### src/ppio_map.svh
`ifndef PPIO_MAP_SVH
`define PPIO_MAP_SVH
// clock rate and the position-code setup time ahead of start
`define PPIO_CLK_KHZ   250000
`define PPIO_SETUP_MS  6
`define PPIO_HOLD_W    21
// register port geometry
`define PPIO_AW        4
`define PPIO_DW        32
// register offsets (byte addresses)
`define PPIO_REG_CTRL  4'h0
`define PPIO_REG_STAT  4'h4
`define PPIO_REG_POS   4'h8
// field positions and reset values
`define PPIO_STAT_VIOL 8
`define PPIO_CTRL_RST  2'h0
`define PPIO_POS_RST   8'h00
`define PPIO_ZERO      32'h0000_0000
`endif

### src/ppio_pkg.sv
package ppio_pkg;

   // positioning sequence states
   typedef enum logic [1:0] {
      PPIO_IDLE,
      PPIO_MOVE,
      PPIO_HOME
   } ppio_state_type;

   // 8-bit position code, weights 1 .. 128
   typedef struct packed {
      logic cmd_pos_bit7;
      logic cmd_pos_bit6;
      logic cmd_pos_bit5;
      logic cmd_pos_bit4;
      logic cmd_pos_bit3;
      logic cmd_pos_bit2;
      logic cmd_pos_bit1;
      logic cmd_pos_bit0;
   } ppio_code_type;

   // discrete inputs from the plc
   typedef struct packed {
      ppio_code_type cmd_pos;
      logic          motion_start_in;
      logic          home_in;
      logic          alarm_clear_in;
      logic          servo_enable_in;
      logic          pause_n_in;
      logic          brake_release_in;
      logic          mode_select_in;
   } ppio_plc_in_type;

   // status reported by the motion core
   typedef struct packed {
      logic moving;
      logic reached;
      logic in_band;
      logic in_zone;
      logic home_finished;
      logic ctrl_ok;
      logic estop;
      logic alarm_raise;
      logic torque_over;
      logic in_check;
      logic current_hit;
   } ppio_core_sts_type;

   // commands towards the motion core
   typedef struct packed {
      logic          move_req;
      logic          home_req;
      logic          alarm_reset;
      logic          servo_on;
      logic          decel_stop;
      logic          brake_release;
      logic          manual_mode;
      ppio_code_type target;
   } ppio_core_cmd_type;

   // control register: variant output enables
   typedef struct packed {
      logic trq_en;
      logic load_en;
   } ppio_ctrl_type;

   // status register layout, low bits of the word
   typedef struct packed {
      logic           setup_viol;
      logic           moving;
      logic           ready;
      logic           in_position;
      logic           zone_armed;
      logic           alarm;
      logic           home_done;
      ppio_state_type state;
   } ppio_stat_type;

endpackage

### src/ppio_in_sync.sv
module ppio_in_sync
   import ppio_pkg::*;
(
   input  wire logic            clk,
   input  wire logic            nrst,
   input  wire ppio_plc_in_type raw,
   output ppio_plc_in_type      lvl,
   output ppio_plc_in_type      rise
);

   ppio_plc_in_type meta_ff;   // first stage, read only by stage two
   ppio_plc_in_type sync_ff;   // settled level
   ppio_plc_in_type last_ff;   // previous settled level

   // two-stage synchroniser plus one stage of history
   always_ff @(posedge clk or negedge nrst) begin
      if (!nrst) begin
         meta_ff <= '0;
         sync_ff <= '0;
         last_ff <= '0;
      end else begin
         meta_ff <= raw;
         sync_ff <= meta_ff;
         last_ff <= sync_ff;
      end
   end

   // edges come from settled stages only, so each lasts one cycle
   assign lvl  = sync_ff;
   assign rise = sync_ff & ~last_ff;

endmodule

### src/ppio_positioner.sv
// Operation
// host gives 8-bit target code, weights 1..128
// host holds code 6 ms before start
// start rising edge begins move to target
// home rising edge begins home return
// alarm clear rising edge resets alarm
// servo follows servo enable level
// pause low decelerates actuator to stop
// brake release input forces brake open
// mode select level picks auto or manual
// completed code shows reached position index
// completed code clears on next start
// zone only after move command, inside range
// mode status low auto, high manual
// home done low from reset, set after homing
// in-position once target reached within band
// ready when servo on and controller able
// estop status low while stop actuated
// alarm output high normally, low on alarm
// load judgment: torque over inside check range
// torque level when current hits threshold
// moving high while travelling, else low
// inputs synchronised, each edge acted once
//
// The strobed register port and the register addresses were left to the implementer.
`include "ppio_map.svh"

module ppio_positioner
   import ppio_pkg::*;
#(
   parameter int SETUP_CYCLES = `PPIO_SETUP_MS * `PPIO_CLK_KHZ
)
(
   input  wire logic                clk,
   input  wire logic                nrst,
   input  wire ppio_plc_in_type     plc_in,
   input  wire ppio_core_sts_type   core_sts,
   input  wire logic [`PPIO_AW-1:0] reg_addr,
   input  wire logic [`PPIO_DW-1:0] reg_wdata,
   input  wire logic                reg_wr,
   input  wire logic                reg_rd,
   output logic [`PPIO_DW-1:0]      reg_rdata,
   output ppio_core_cmd_type        core_cmd,
   output ppio_code_type            done_pos_out,
   output logic                     zone_flag_out,
   output logic                     mode_status_out,
   output logic                     home_done_out,
   output logic                     in_position_out,
   output logic                     ready_out,
   output logic                     estop_n_out,
   output logic                     alarm_n_out,
   output logic                     load_judge_out,
   output logic                     torque_level_out,
   output logic                     moving_out
);

   // true when the port address selects the given register
   function automatic logic reg_hit(input logic [`PPIO_AW-1:0] a, off);
      reg_hit = (a == off);
   endfunction

   // settled input levels and one-cycle rising edges
   ppio_plc_in_type   lvl;
   ppio_plc_in_type   rise;
   // sequence and status flops
   ppio_state_type    state_ff;
   ppio_state_type    nxt_state;
   logic              alarm_ff;       // alarm latched
   logic              nxt_alarm;
   logic              zone_armed_ff;  // a move has been commanded
   logic              home_done_ff;
   logic              in_pos_ff;
   logic              setup_viol_ff;  // code changed too close to start
   ppio_code_type     target_ff;      // code taken at the start edge
   ppio_code_type     code_last_ff;   // previous settled code
   logic [`PPIO_HOLD_W-1:0] hold_cnt_ff; // cycles the code stood still
   ppio_ctrl_type     ctrl_ff;
   ppio_core_cmd_type cmd_ff;
   ppio_code_type     done_ff;
   // decisions made this cycle
   logic              able;       // servo on, core able, no alarm
   logic              start_ok;   // start edge accepted
   logic              home_ok;    // home edge accepted
   logic              move_done;  // target reached within band
   logic              home_fin;   // home return finished
   logic              hold_short; // code younger than setup time

   // every discrete input passes two flops before it is used
   ppio_in_sync u_sync (
      .clk  (clk),
      .nrst (nrst),
      .raw  (plc_in),
      .lvl  (lvl),
      .rise (rise)
   );

   // acceptance: start needs auto mode and no pause in force
   assign able      = lvl.servo_enable_in && core_sts.ctrl_ok
                      && !alarm_ff;
   assign start_ok  = rise.motion_start_in && able
                      && !lvl.mode_select_in && lvl.pause_n_in
                      && (state_ff != PPIO_HOME);
   assign home_ok   = rise.home_in && able
                      && (state_ff == PPIO_IDLE);
   // the core's reached flag is stale while the request is in flight
   assign move_done = (state_ff == PPIO_MOVE) && core_sts.reached
                      && core_sts.in_band && !cmd_ff.move_req;
   assign home_fin  = (state_ff == PPIO_HOME) && core_sts.home_finished;
   // a code that changes in the start cycle is a slip as well
   assign hold_short = (lvl.cmd_pos != code_last_ff)
                       || (hold_cnt_ff < SETUP_CYCLES[`PPIO_HOLD_W-1:0]);

   // sequence state: a raised alarm or servo loss aborts motion
   always_comb begin
      nxt_state = state_ff;
      case (state_ff)
         PPIO_IDLE: begin
            if (start_ok) begin
               nxt_state = PPIO_MOVE;
            end else if (home_ok) begin
               nxt_state = PPIO_HOME;
            end
         end
         PPIO_MOVE: begin
            if (move_done && !start_ok) begin
               nxt_state = PPIO_IDLE;
            end
         end
         PPIO_HOME: begin
            if (home_fin) begin
               nxt_state = PPIO_IDLE;
            end
         end
         default: nxt_state = PPIO_IDLE;
      endcase
      if (nxt_alarm || !lvl.servo_enable_in) begin
         nxt_state = PPIO_IDLE;
      end
   end
   always_ff @(posedge clk or negedge nrst) begin
      if (!nrst) begin
         state_ff <= PPIO_IDLE;
      end else begin
         state_ff <= nxt_state;
      end
   end

   // alarm latch: a new alarm wins over a clear in the same cycle
   always_comb begin
      nxt_alarm = alarm_ff;
      if (rise.alarm_clear_in) begin
         nxt_alarm = 1'b0;
      end
      if (core_sts.alarm_raise) begin
         nxt_alarm = 1'b1;
      end
   end
   always_ff @(posedge clk or negedge nrst) begin
      if (!nrst) begin
         alarm_ff    <= 1'b0;
         alarm_n_out <= 1'b1;
      end else begin
         alarm_ff    <= nxt_alarm;
         alarm_n_out <= !nxt_alarm;
      end
   end

   // target capture at the accepted start edge
   always_ff @(posedge clk or negedge nrst) begin
      if (!nrst) begin
         target_ff <= `PPIO_POS_RST;
      end else if (start_ok) begin
         target_ff <= lvl.cmd_pos;
      end
   end
   // completed-position code: cleared by start, set on completion
   always_ff @(posedge clk or negedge nrst) begin
      if (!nrst) begin
         done_ff <= `PPIO_POS_RST;
      end else if (start_ok) begin
         done_ff <= `PPIO_POS_RST;
      end else if (move_done) begin
         done_ff <= target_ff;
      end
   end
   // in-position flag drops at an accepted start or home edge
   always_ff @(posedge clk or negedge nrst) begin
      if (!nrst) begin
         in_pos_ff <= 1'b0;
      end else if (start_ok || home_ok) begin
         in_pos_ff <= 1'b0;
      end else if (move_done) begin
         in_pos_ff <= 1'b1;
      end
   end
   // zone output is armed by the first move command and stays armed
   always_ff @(posedge clk or negedge nrst) begin
      if (!nrst) begin
         zone_armed_ff <= 1'b0;
      end else if (start_ok) begin
         zone_armed_ff <= 1'b1;
      end
   end
   // home done: low after reset, cleared when homing restarts
   always_ff @(posedge clk or negedge nrst) begin
      if (!nrst) begin
         home_done_ff <= 1'b0;
      end else if (home_fin) begin
         home_done_ff <= 1'b1;
      end else if (home_ok) begin
         home_done_ff <= 1'b0;
      end
   end

   // age of the position code, saturating at the setup time
   always_ff @(posedge clk or negedge nrst) begin
      if (!nrst) begin
         code_last_ff <= `PPIO_POS_RST;
         hold_cnt_ff  <= '0;
      end else begin
         code_last_ff <= lvl.cmd_pos;
         if (lvl.cmd_pos != code_last_ff) begin
            hold_cnt_ff <= '0;
         end else if (hold_short) begin
            hold_cnt_ff <= hold_cnt_ff + 1'b1;
         end
      end
   end

   // host slip on setup time is only logged; the move still runs,
   // software clears by writing one, and a new slip wins the cycle
   always_ff @(posedge clk or negedge nrst) begin
      if (!nrst) begin
         setup_viol_ff <= 1'b0;
      end else if (start_ok && hold_short) begin
         setup_viol_ff <= 1'b1;
      end else if (reg_wr && reg_hit(reg_addr, `PPIO_REG_STAT)
                   && reg_wdata[`PPIO_STAT_VIOL]) begin
         setup_viol_ff <= 1'b0;
      end
   end

   // control register: variant outputs off until software enables
   always_ff @(posedge clk or negedge nrst) begin
      if (!nrst) begin
         ctrl_ff <= `PPIO_CTRL_RST;
      end else if (reg_wr && reg_hit(reg_addr, `PPIO_REG_CTRL)) begin
         ctrl_ff <= reg_wdata[$bits(ppio_ctrl_type)-1:0];
      end
   end

   // read data one cycle after the strobe, zero when unmapped
   always_ff @(posedge clk or negedge nrst) begin
      if (!nrst) begin
         reg_rdata <= `PPIO_ZERO;
      end else if (reg_rd && reg_hit(reg_addr, `PPIO_REG_CTRL)) begin
         reg_rdata <= `PPIO_DW'(ctrl_ff);
      end else if (reg_rd && reg_hit(reg_addr, `PPIO_REG_STAT)) begin
         reg_rdata <= `PPIO_DW'({setup_viol_ff, moving_out,
                                 ready_out, in_pos_ff,
                                 zone_armed_ff, alarm_ff,
                                 home_done_ff, state_ff});
      end else if (reg_rd && reg_hit(reg_addr, `PPIO_REG_POS)) begin
         reg_rdata <= `PPIO_DW'({done_ff, target_ff});
      end else begin
         reg_rdata <= `PPIO_ZERO;                // idle or unmapped
      end
   end

   // commands to the motion core: pulses for edges, levels follow
   always_ff @(posedge clk or negedge nrst) begin
      if (!nrst) begin
         cmd_ff <= '0;
      end else begin
         cmd_ff.move_req      <= start_ok;
         cmd_ff.home_req      <= home_ok;
         cmd_ff.alarm_reset   <= rise.alarm_clear_in;
         cmd_ff.servo_on      <= lvl.servo_enable_in;
         cmd_ff.decel_stop    <= !lvl.pause_n_in;
         cmd_ff.brake_release <= lvl.brake_release_in;
         cmd_ff.manual_mode   <= lvl.mode_select_in;
         cmd_ff.target        <= start_ok ? lvl.cmd_pos : target_ff;
      end
   end

   // plc status outputs, all registered
   always_ff @(posedge clk or negedge nrst) begin
      if (!nrst) begin
         zone_flag_out    <= 1'b0;
         mode_status_out  <= 1'b0;
         ready_out        <= 1'b0;
         estop_n_out      <= 1'b1;
         load_judge_out   <= 1'b0;
         torque_level_out <= 1'b0;
         moving_out       <= 1'b0;
      end else begin
         zone_flag_out    <= (zone_armed_ff || start_ok)
                             && core_sts.in_zone;
         mode_status_out  <= lvl.mode_select_in;
         ready_out        <= able;
         estop_n_out      <= !core_sts.estop;
         load_judge_out   <= ctrl_ff.load_en && core_sts.torque_over
                             && core_sts.in_check;
         torque_level_out <= ctrl_ff.trq_en && core_sts.current_hit;
         moving_out       <= core_sts.moving;
      end
   end

   assign core_cmd        = cmd_ff;
   assign done_pos_out    = done_ff;
   assign home_done_out   = home_done_ff;
   assign in_position_out = in_pos_ff;
endmodule

### config.mk
export PLATFORM = sky130hd
export DESIGN_NAME = ppio_positioner
export DESIGN_NICKNAME = d
export VERILOG_FILES = /design/src/ppio_pkg.sv /design/src/ppio_in_sync.sv /design/src/ppio_positioner.sv
export VERILOG_INCLUDE_DIRS = /design/src
export SDC_FILE = /design/constraint.sdc
export NUM_CORES = 1
export LEC_CHECK = 0
export BUFFER_PORTS_ARGS = -buffer_cell sky130_fd_sc_hd__buf_2
export CAP_MARGIN = 10
export CORE_AREA = 5 5 97 99
export CTS_BUF_LIST = sky130_fd_sc_hd__clkbuf_8
export CTS_CLUSTER_DIAMETER = 80
export DETAILED_ROUTE_END_ITERATION = 8
export DIE_AREA = 0 0 102 104
export PLACE_DENSITY = 0.89
export REMOVE_ABC_BUFFERS = 1
export SETUP_SLACK_MARGIN = 0.5
export SYNTH_ARGS = -nofsm -noshare
export SYNTH_HDL_FRONTEND = slang
export SYNTH_SLANG_ARGS = --single-unit
### constraint.sdc
create_clock -name clk -period 2.2 [get_ports clk]
set_input_delay 0.66 -clock clk [delete_from_list [all_inputs] [get_ports clk]]
set_output_delay 0.66 -clock clk [all_outputs]
set_load 0.005 [all_outputs]
-- Yosys cells after proc, flatten, opt, wreduce, memory -nomap -nowiden
Index checks and enable logic that the tools add are counted.
- add/subtract/negate cells: 1
- $lt $le $gt $ge: 1
- eq/ne operators: 9
- muxes and demuxes: 21
- bitwise operators: 2
- reductions and logical operators: 44
- operators by type and width (kind ; count):
    2-to-1 mux 16 bit ; 3
    2-to-1 mux 21 bit ; 2
    logical AND 1 bit ; 24
    adder 21 x 1 -> 21 bit, second input constant ; 1
    less-than comparator 21 bit, second input constant ; 1
    2-to-1 mux 8 bit ; 2
    2-to-1 mux 2 bit ; 5
    nonzero test 2 bit ; 5
    zero test 1 bit ; 8
    2-to-1 mux 1 bit ; 8
    inequality test 8 bit ; 1
    bitwise AND 7 bit ; 1
    inverter 7 bit ; 1
    one-hot mux 2 bit (3 select lines) ; 1
    == test 4 x 3 -> 1 bit, second input constant ; 1
    == test 4 bit, second input constant ; 1
    zero test 4 bit ; 1
    logical OR 1 bit ; 4
    inequality test 4 x 3 -> 1 bit, second input constant ; 1
    inequality test 3 x 1 -> 1 bit, second input constant ; 1
    inequality test 3 x 2 -> 1 bit, second input constant ; 1
    AND reduction 3 bit ; 1
    == test 2 x 1 -> 1 bit, second input constant ; 1
    == test 2 bit, second input constant ; 1
    other kinds (2) ; 2
- register bits after elaboration: 134
- output and inout port bits: 65
- word-level logic and storage cells: 160

-- Depth between registers and ports, before layout
- depth after elaboration: 11
- gate-level depth with buffers: 7

-- By module
From an unflattened synthesis, not the netlist that was laid out.
- cells, all modules: 369
- area, all modules: 4924.7 sq um
- by module, submodules not included (module ; instances ; cells each ; area an instance (sq um)):
    ppio_positioner ; 1 ; 309 ; 3592.2
    ppio_in_sync ; 1 ; 60 ; 1332.5

-- Worst setup path before layout
OpenSTA, ideal clock, no wires.
- path kind: flip-flop to flip-flop
- start: reg hold_cnt_ff[11]
- end: reg hold_cnt_ff[13]
- arrival time: 1750 ps
- required time: 2134 ps
- setup slack: 384 ps
- stages on the path, launching flop included: 7
- clock period less this slack: 1816 ps
- cell sequence: dfrtp_1 -> or3_1 -> a31oi_1 -> o21ai_1 -> buf_2 -> or4_1 -> nand2_1
- cells in the longest elaborated chain, start to end: 3
- elaborated cells between the ends (all ways): 6
- those cells by class: add/sub (1); order compare (1); mux (2); reduce/logical (2)
- ends and longest elaborated chain (what ; RTL line ; text):
    from (decl) ; ppio_positioner.sv:76 ; logic [`PPIO_HOLD_W-1:0] hold_cnt_ff;
    from (signal assigned) ; ppio_positioner.sv:225 ; hold_cnt_ff <= hold_cnt_ff + 1'b1;
    adder 21 x 1 -> 21 bit / less-than comparator 21 bit (equally long branches) ; ppio_positioner.sv:225, ppio_positioner.sv:111 ;
    2-to-1 mux 21 bit / logical OR 1 bit (equally long branches) ; ppio_positioner.sv:224, ppio_positioner.sv:110 ;
    2-to-1 mux 21 bit / nonzero test 2 bit (equally long branches) ; - ;
Several ways; a longest one is shown, not always the timed one. The select of a mux whose other input is x is not followed.
A chain may end at the register's enable or synchronous reset.

-- Worst setup path after layout
- start: reg hold_cnt_ff[18]
- end: reg hold_cnt_ff[3]
- cells in the longest elaborated chain, start to end: 3
- ends and longest elaborated chain (what ; RTL line ; text):
    less-than comparator 21 bit ; ppio_positioner.sv:111 ; || (hold_cnt_ff < SETUP_CYCLES[`PPIO_HOLD_W-1:0]);
    logical OR 1 bit ; ppio_positioner.sv:110 ; assign hold_short = (lvl.cmd_pos != code_last_ff)
    nonzero test 2 bit (no line) ; - ;
No other way between the ends.

==> reports/metrics.yaml <==
outcome:
  status: "finished, final reports clean"
sta:
  fin_crit_sh: 0.884
  fmax_mhz: 514
  fin_crit_ns: 1.95
  slew_violations: 0
  rsz0062_at_grt: "yes"
  finalHoldViolCount: 0
  finClkSkew_ns: 0.0144
  setup_violations: 0
setup_path:
  crit_required_ns: 2.58
  cp_max_fo: 8
  end_kind: "register"
  arrival_ns: 2.32
  ff2ff_path_depth: 7
  r2r_end: "hold_cnt_ff[3]$_DFFE_PN0P_"
  cp-start-kind: "register"
  reg2reg_from: "hold_cnt_ff[18]$_DFFE_PN0P_"
  crit_type: "register to register"
  reg2reg_slack_ns: 0.25
global_route:
  grt_util_all_layers: 0.232
  grt_pass1_vias: 3590
  overflow: 0
  grt_pass1_wl_mm: 18.6
  grt_max_degree: 53
  antenna_found_initial: 0
route:
  drc: 0
  routedWlPerCell_um: 20.9
  routed_wl_mm: 12.9
  antenna_left: 0
  dr_total_vias: 3510
  drt-initial-drc-count: 341
  drtPass1Iterations: 7
  viasPerCell: 5.67
clock_tree:
  cts_buffers: 17
  clk_pin_slew_worst_paths_ns: 0.08
  clock_path_buffers: 2
  cts-root-buf: "clkbuf_8"
  clock_sinks: 117
  cts_hold_buf: 0
  h-tree-depth: 4
  cts_tree: "done"
  insertion_delay_ns: 0.44
power_and_ir_drop:
  irDropWorstVdd_uv: 554
  leakage_nw: 2.88
  p_total_mw: 4.59
  power.density_mw_per_mm2: 778
yosys:
  synth_edf_count: 0
  yosysUniqueCellTypes: 45
  synth_cells: 350
  seq_area_frac_synth: 0.668
  async_flop_share: 1.00
  ys_seq_elements: 117
  synth_ff_type: "dfrtp_1"
  yosysWarnings: 0
  syn_area_mm2: 0.00439
  syn_area_per_cell_um2: 12.5
job:
  drv_cap: 0
layout:
  syn_to_final_growth_pct: 34.6
  fill_cells: 482
  utilization: 0.697
  layout-drive-gt1-share: 0.434
  design_area_mm2: 0.00590
  final_net_count: 565
  antennaDiodeCount: 0
place:
  hpwl_mm: 6.42
  placed_cell_area_mm2: 0.00492
  port_buffers: 85
  place_congestion: 0.882
floorplanning:
  core_mm2: 0.00847
  die_w_um: 102
  start_util: 0.518
  ios: 131
  die_y_um: 104
  num_rows: 34
  dieArea_mm2: 0.0106
min_path:
  hold_class: "input pin to asynchronous set/reset pin"
power breakdown:
group,internal (mW),total (mW),switching [mW]
clock network,1.07,2.06,0.993
registers,2.23,2.29,0.0552
logic,0.114,0.240,0.126
layer usage:
metal | global-route usage | vias to the layer above | part of all wire | routed length [µm]
met5 | 0 | - | 0 | 0
met4 | 0.132 | 0 | 0.050 | 646
met3 | 0.0771 | 65 | 0.086 | 1110
met2 | 0.373 | 213 | 0.52 | 6670
met1 | 0.267 | 1752 | 0.35 | 4500
li1 | - | 1480 | - | -
cell type report:
| class | instances | area (µm²) | area share |
|---|---|---|---|
| repair buffers | 139 | 888 | 0.151 |
| clock inverters | 14 | 166 | 0.0282 |
| well taps | 108 | 135 | 0.0229 |
| clock buffers | 18 | 248 | 0.0420 |
| multi-input cells | 216 | 1500 | 0.254 |
| flip-flops and latches | 117 | 2940 | 0.498 |
| inverters | 7 | 26.3 | 0.00445 |
layout by cell type (no fill, tap or decap), types with 6 or more instances in the layout:
cell type / count
buf_2: 83
buf_4: 49
conb_1: 16
mux2_2: 10
nand2_1: 28
nand4_1: 6
nor2_1: 25
clkbuf_8: 18
inv_1: 7
a21oi_1: 10
a22o_1: 8
dfrtp_1: 110
xnor2_1: 6
nand3_1: 7
and2_1: 9
mux2i_1: 9
or3_1: 8
cell families after synthesis:
logic type               count (synthesis)  share of synthesized area
AO/OA/AOI/OAI                           46                     0.0713
XOR/XNOR                                13                     0.0260
adder cells (fa/ha/maj)                  1                    0.00285
multiplexers                            19                     0.0462
other                                    1                   0.000855
flip-flops                             117                      0.668
buffers and inverters                   35                     0.0476
AND/OR/NAND/NOR                        118                      0.137
cell usage after synthesis, drive strengths merged, types with 3 or more instances:
cell    count  area (µm²)
and2        9        56.3
o21ai      10        53.8
dfrtp     115        2880
o211ai      4        30.0
nor2b       3        18.8
mux2i       9        90.1
or4         7        56.3
nand3       9        45.0
mux2       10         113
xnor2       9        78.8
or3         9        56.3
a22o        8        70.1
clkbuf      4        15.0
nor2       26        97.6
and3        5        31.3
inv         7        26.3
nand2      29         109
or2         3        18.8
xor2        4        35.0
a21oi      12        60.1
buf        24         168
nor3        6        30.0
nand4       6        37.5
worst max path at each step:
stage	startpoint	endpoint	depth (start not counted)
6_report	hold_cnt_ff[18]$_DFFE_PN0P_	hold_cnt_ff[3]$_DFFE_PN0P_	7
4_1_cts	hold_cnt_ff[12]$_DFFE_PN0P_	hold_cnt_ff[2]$_DFFE_PN0P_	6
3_3_place_gp	hold_cnt_ff[11]$_DFFE_PN0P_	hold_cnt_ff[11]$_DFFE_PN0P_	5
5_1_grt	hold_cnt_ff[12]$_DFFE_PN0P_	hold_cnt_ff[8]$_DFFE_PN0P_	5
3_5_place_dp	hold_cnt_ff[14]$_DFFE_PN0P_	hold_cnt_ff[15]$_DFFE_PN0P_	5
2_1_floorplan	core_sts[8]	done_pos_out[0]$_DFFE_PN0P_	4
flip-flops by register name, indices dropped and copies added, names as in the netlist, 8 cells and up:
| signal | cells |
|---|---|
| u_sync.last_ff | 14 |
| core_cmd | 12 |
| u_sync.lvl | 15 |
| hold_cnt_ff | 21 |
| reg_rdata | 16 |
| done_pos_out | 8 |
| u_sync.meta_ff | 15 |
timing repair:
| action | 4_1_cts | 5_1_grt |
|---|---|---|
| gates cloned | 2 | 1 |
| endpoints found under the setup margin | 23 | 39 |
| resized for setup | 20 | 23 |
| setup buffers | 32 | 15 |
| hold endpoints to repair | 0 | 0 |
| pin swaps | 16 | 14 |
per-stage QoR:
stage	setup TNS [ns]	hold slack (ns)	std cells	setup WS, ns
finish	0	0.139	619	0.254
global route	0	0.153	619	0.150
CTS	0	0.147	603	0.368
detailed placement	0	0.335	537	0.107
global placement	0	0.333	537	0.197
floorplan	-2.21	0.331	337	-0.240
critical path: stages (launching register included):
cell and delay (ns):
dfrtp_1 0.39, nand4_1 0.10, or4_4 0.60, buf_6 0.15, o21ai_4 0.24, buf_4 0.17
o211ai_1 0.10, nand2_1 0.11
Note: power is estimated with default switching activity, not from simulation.
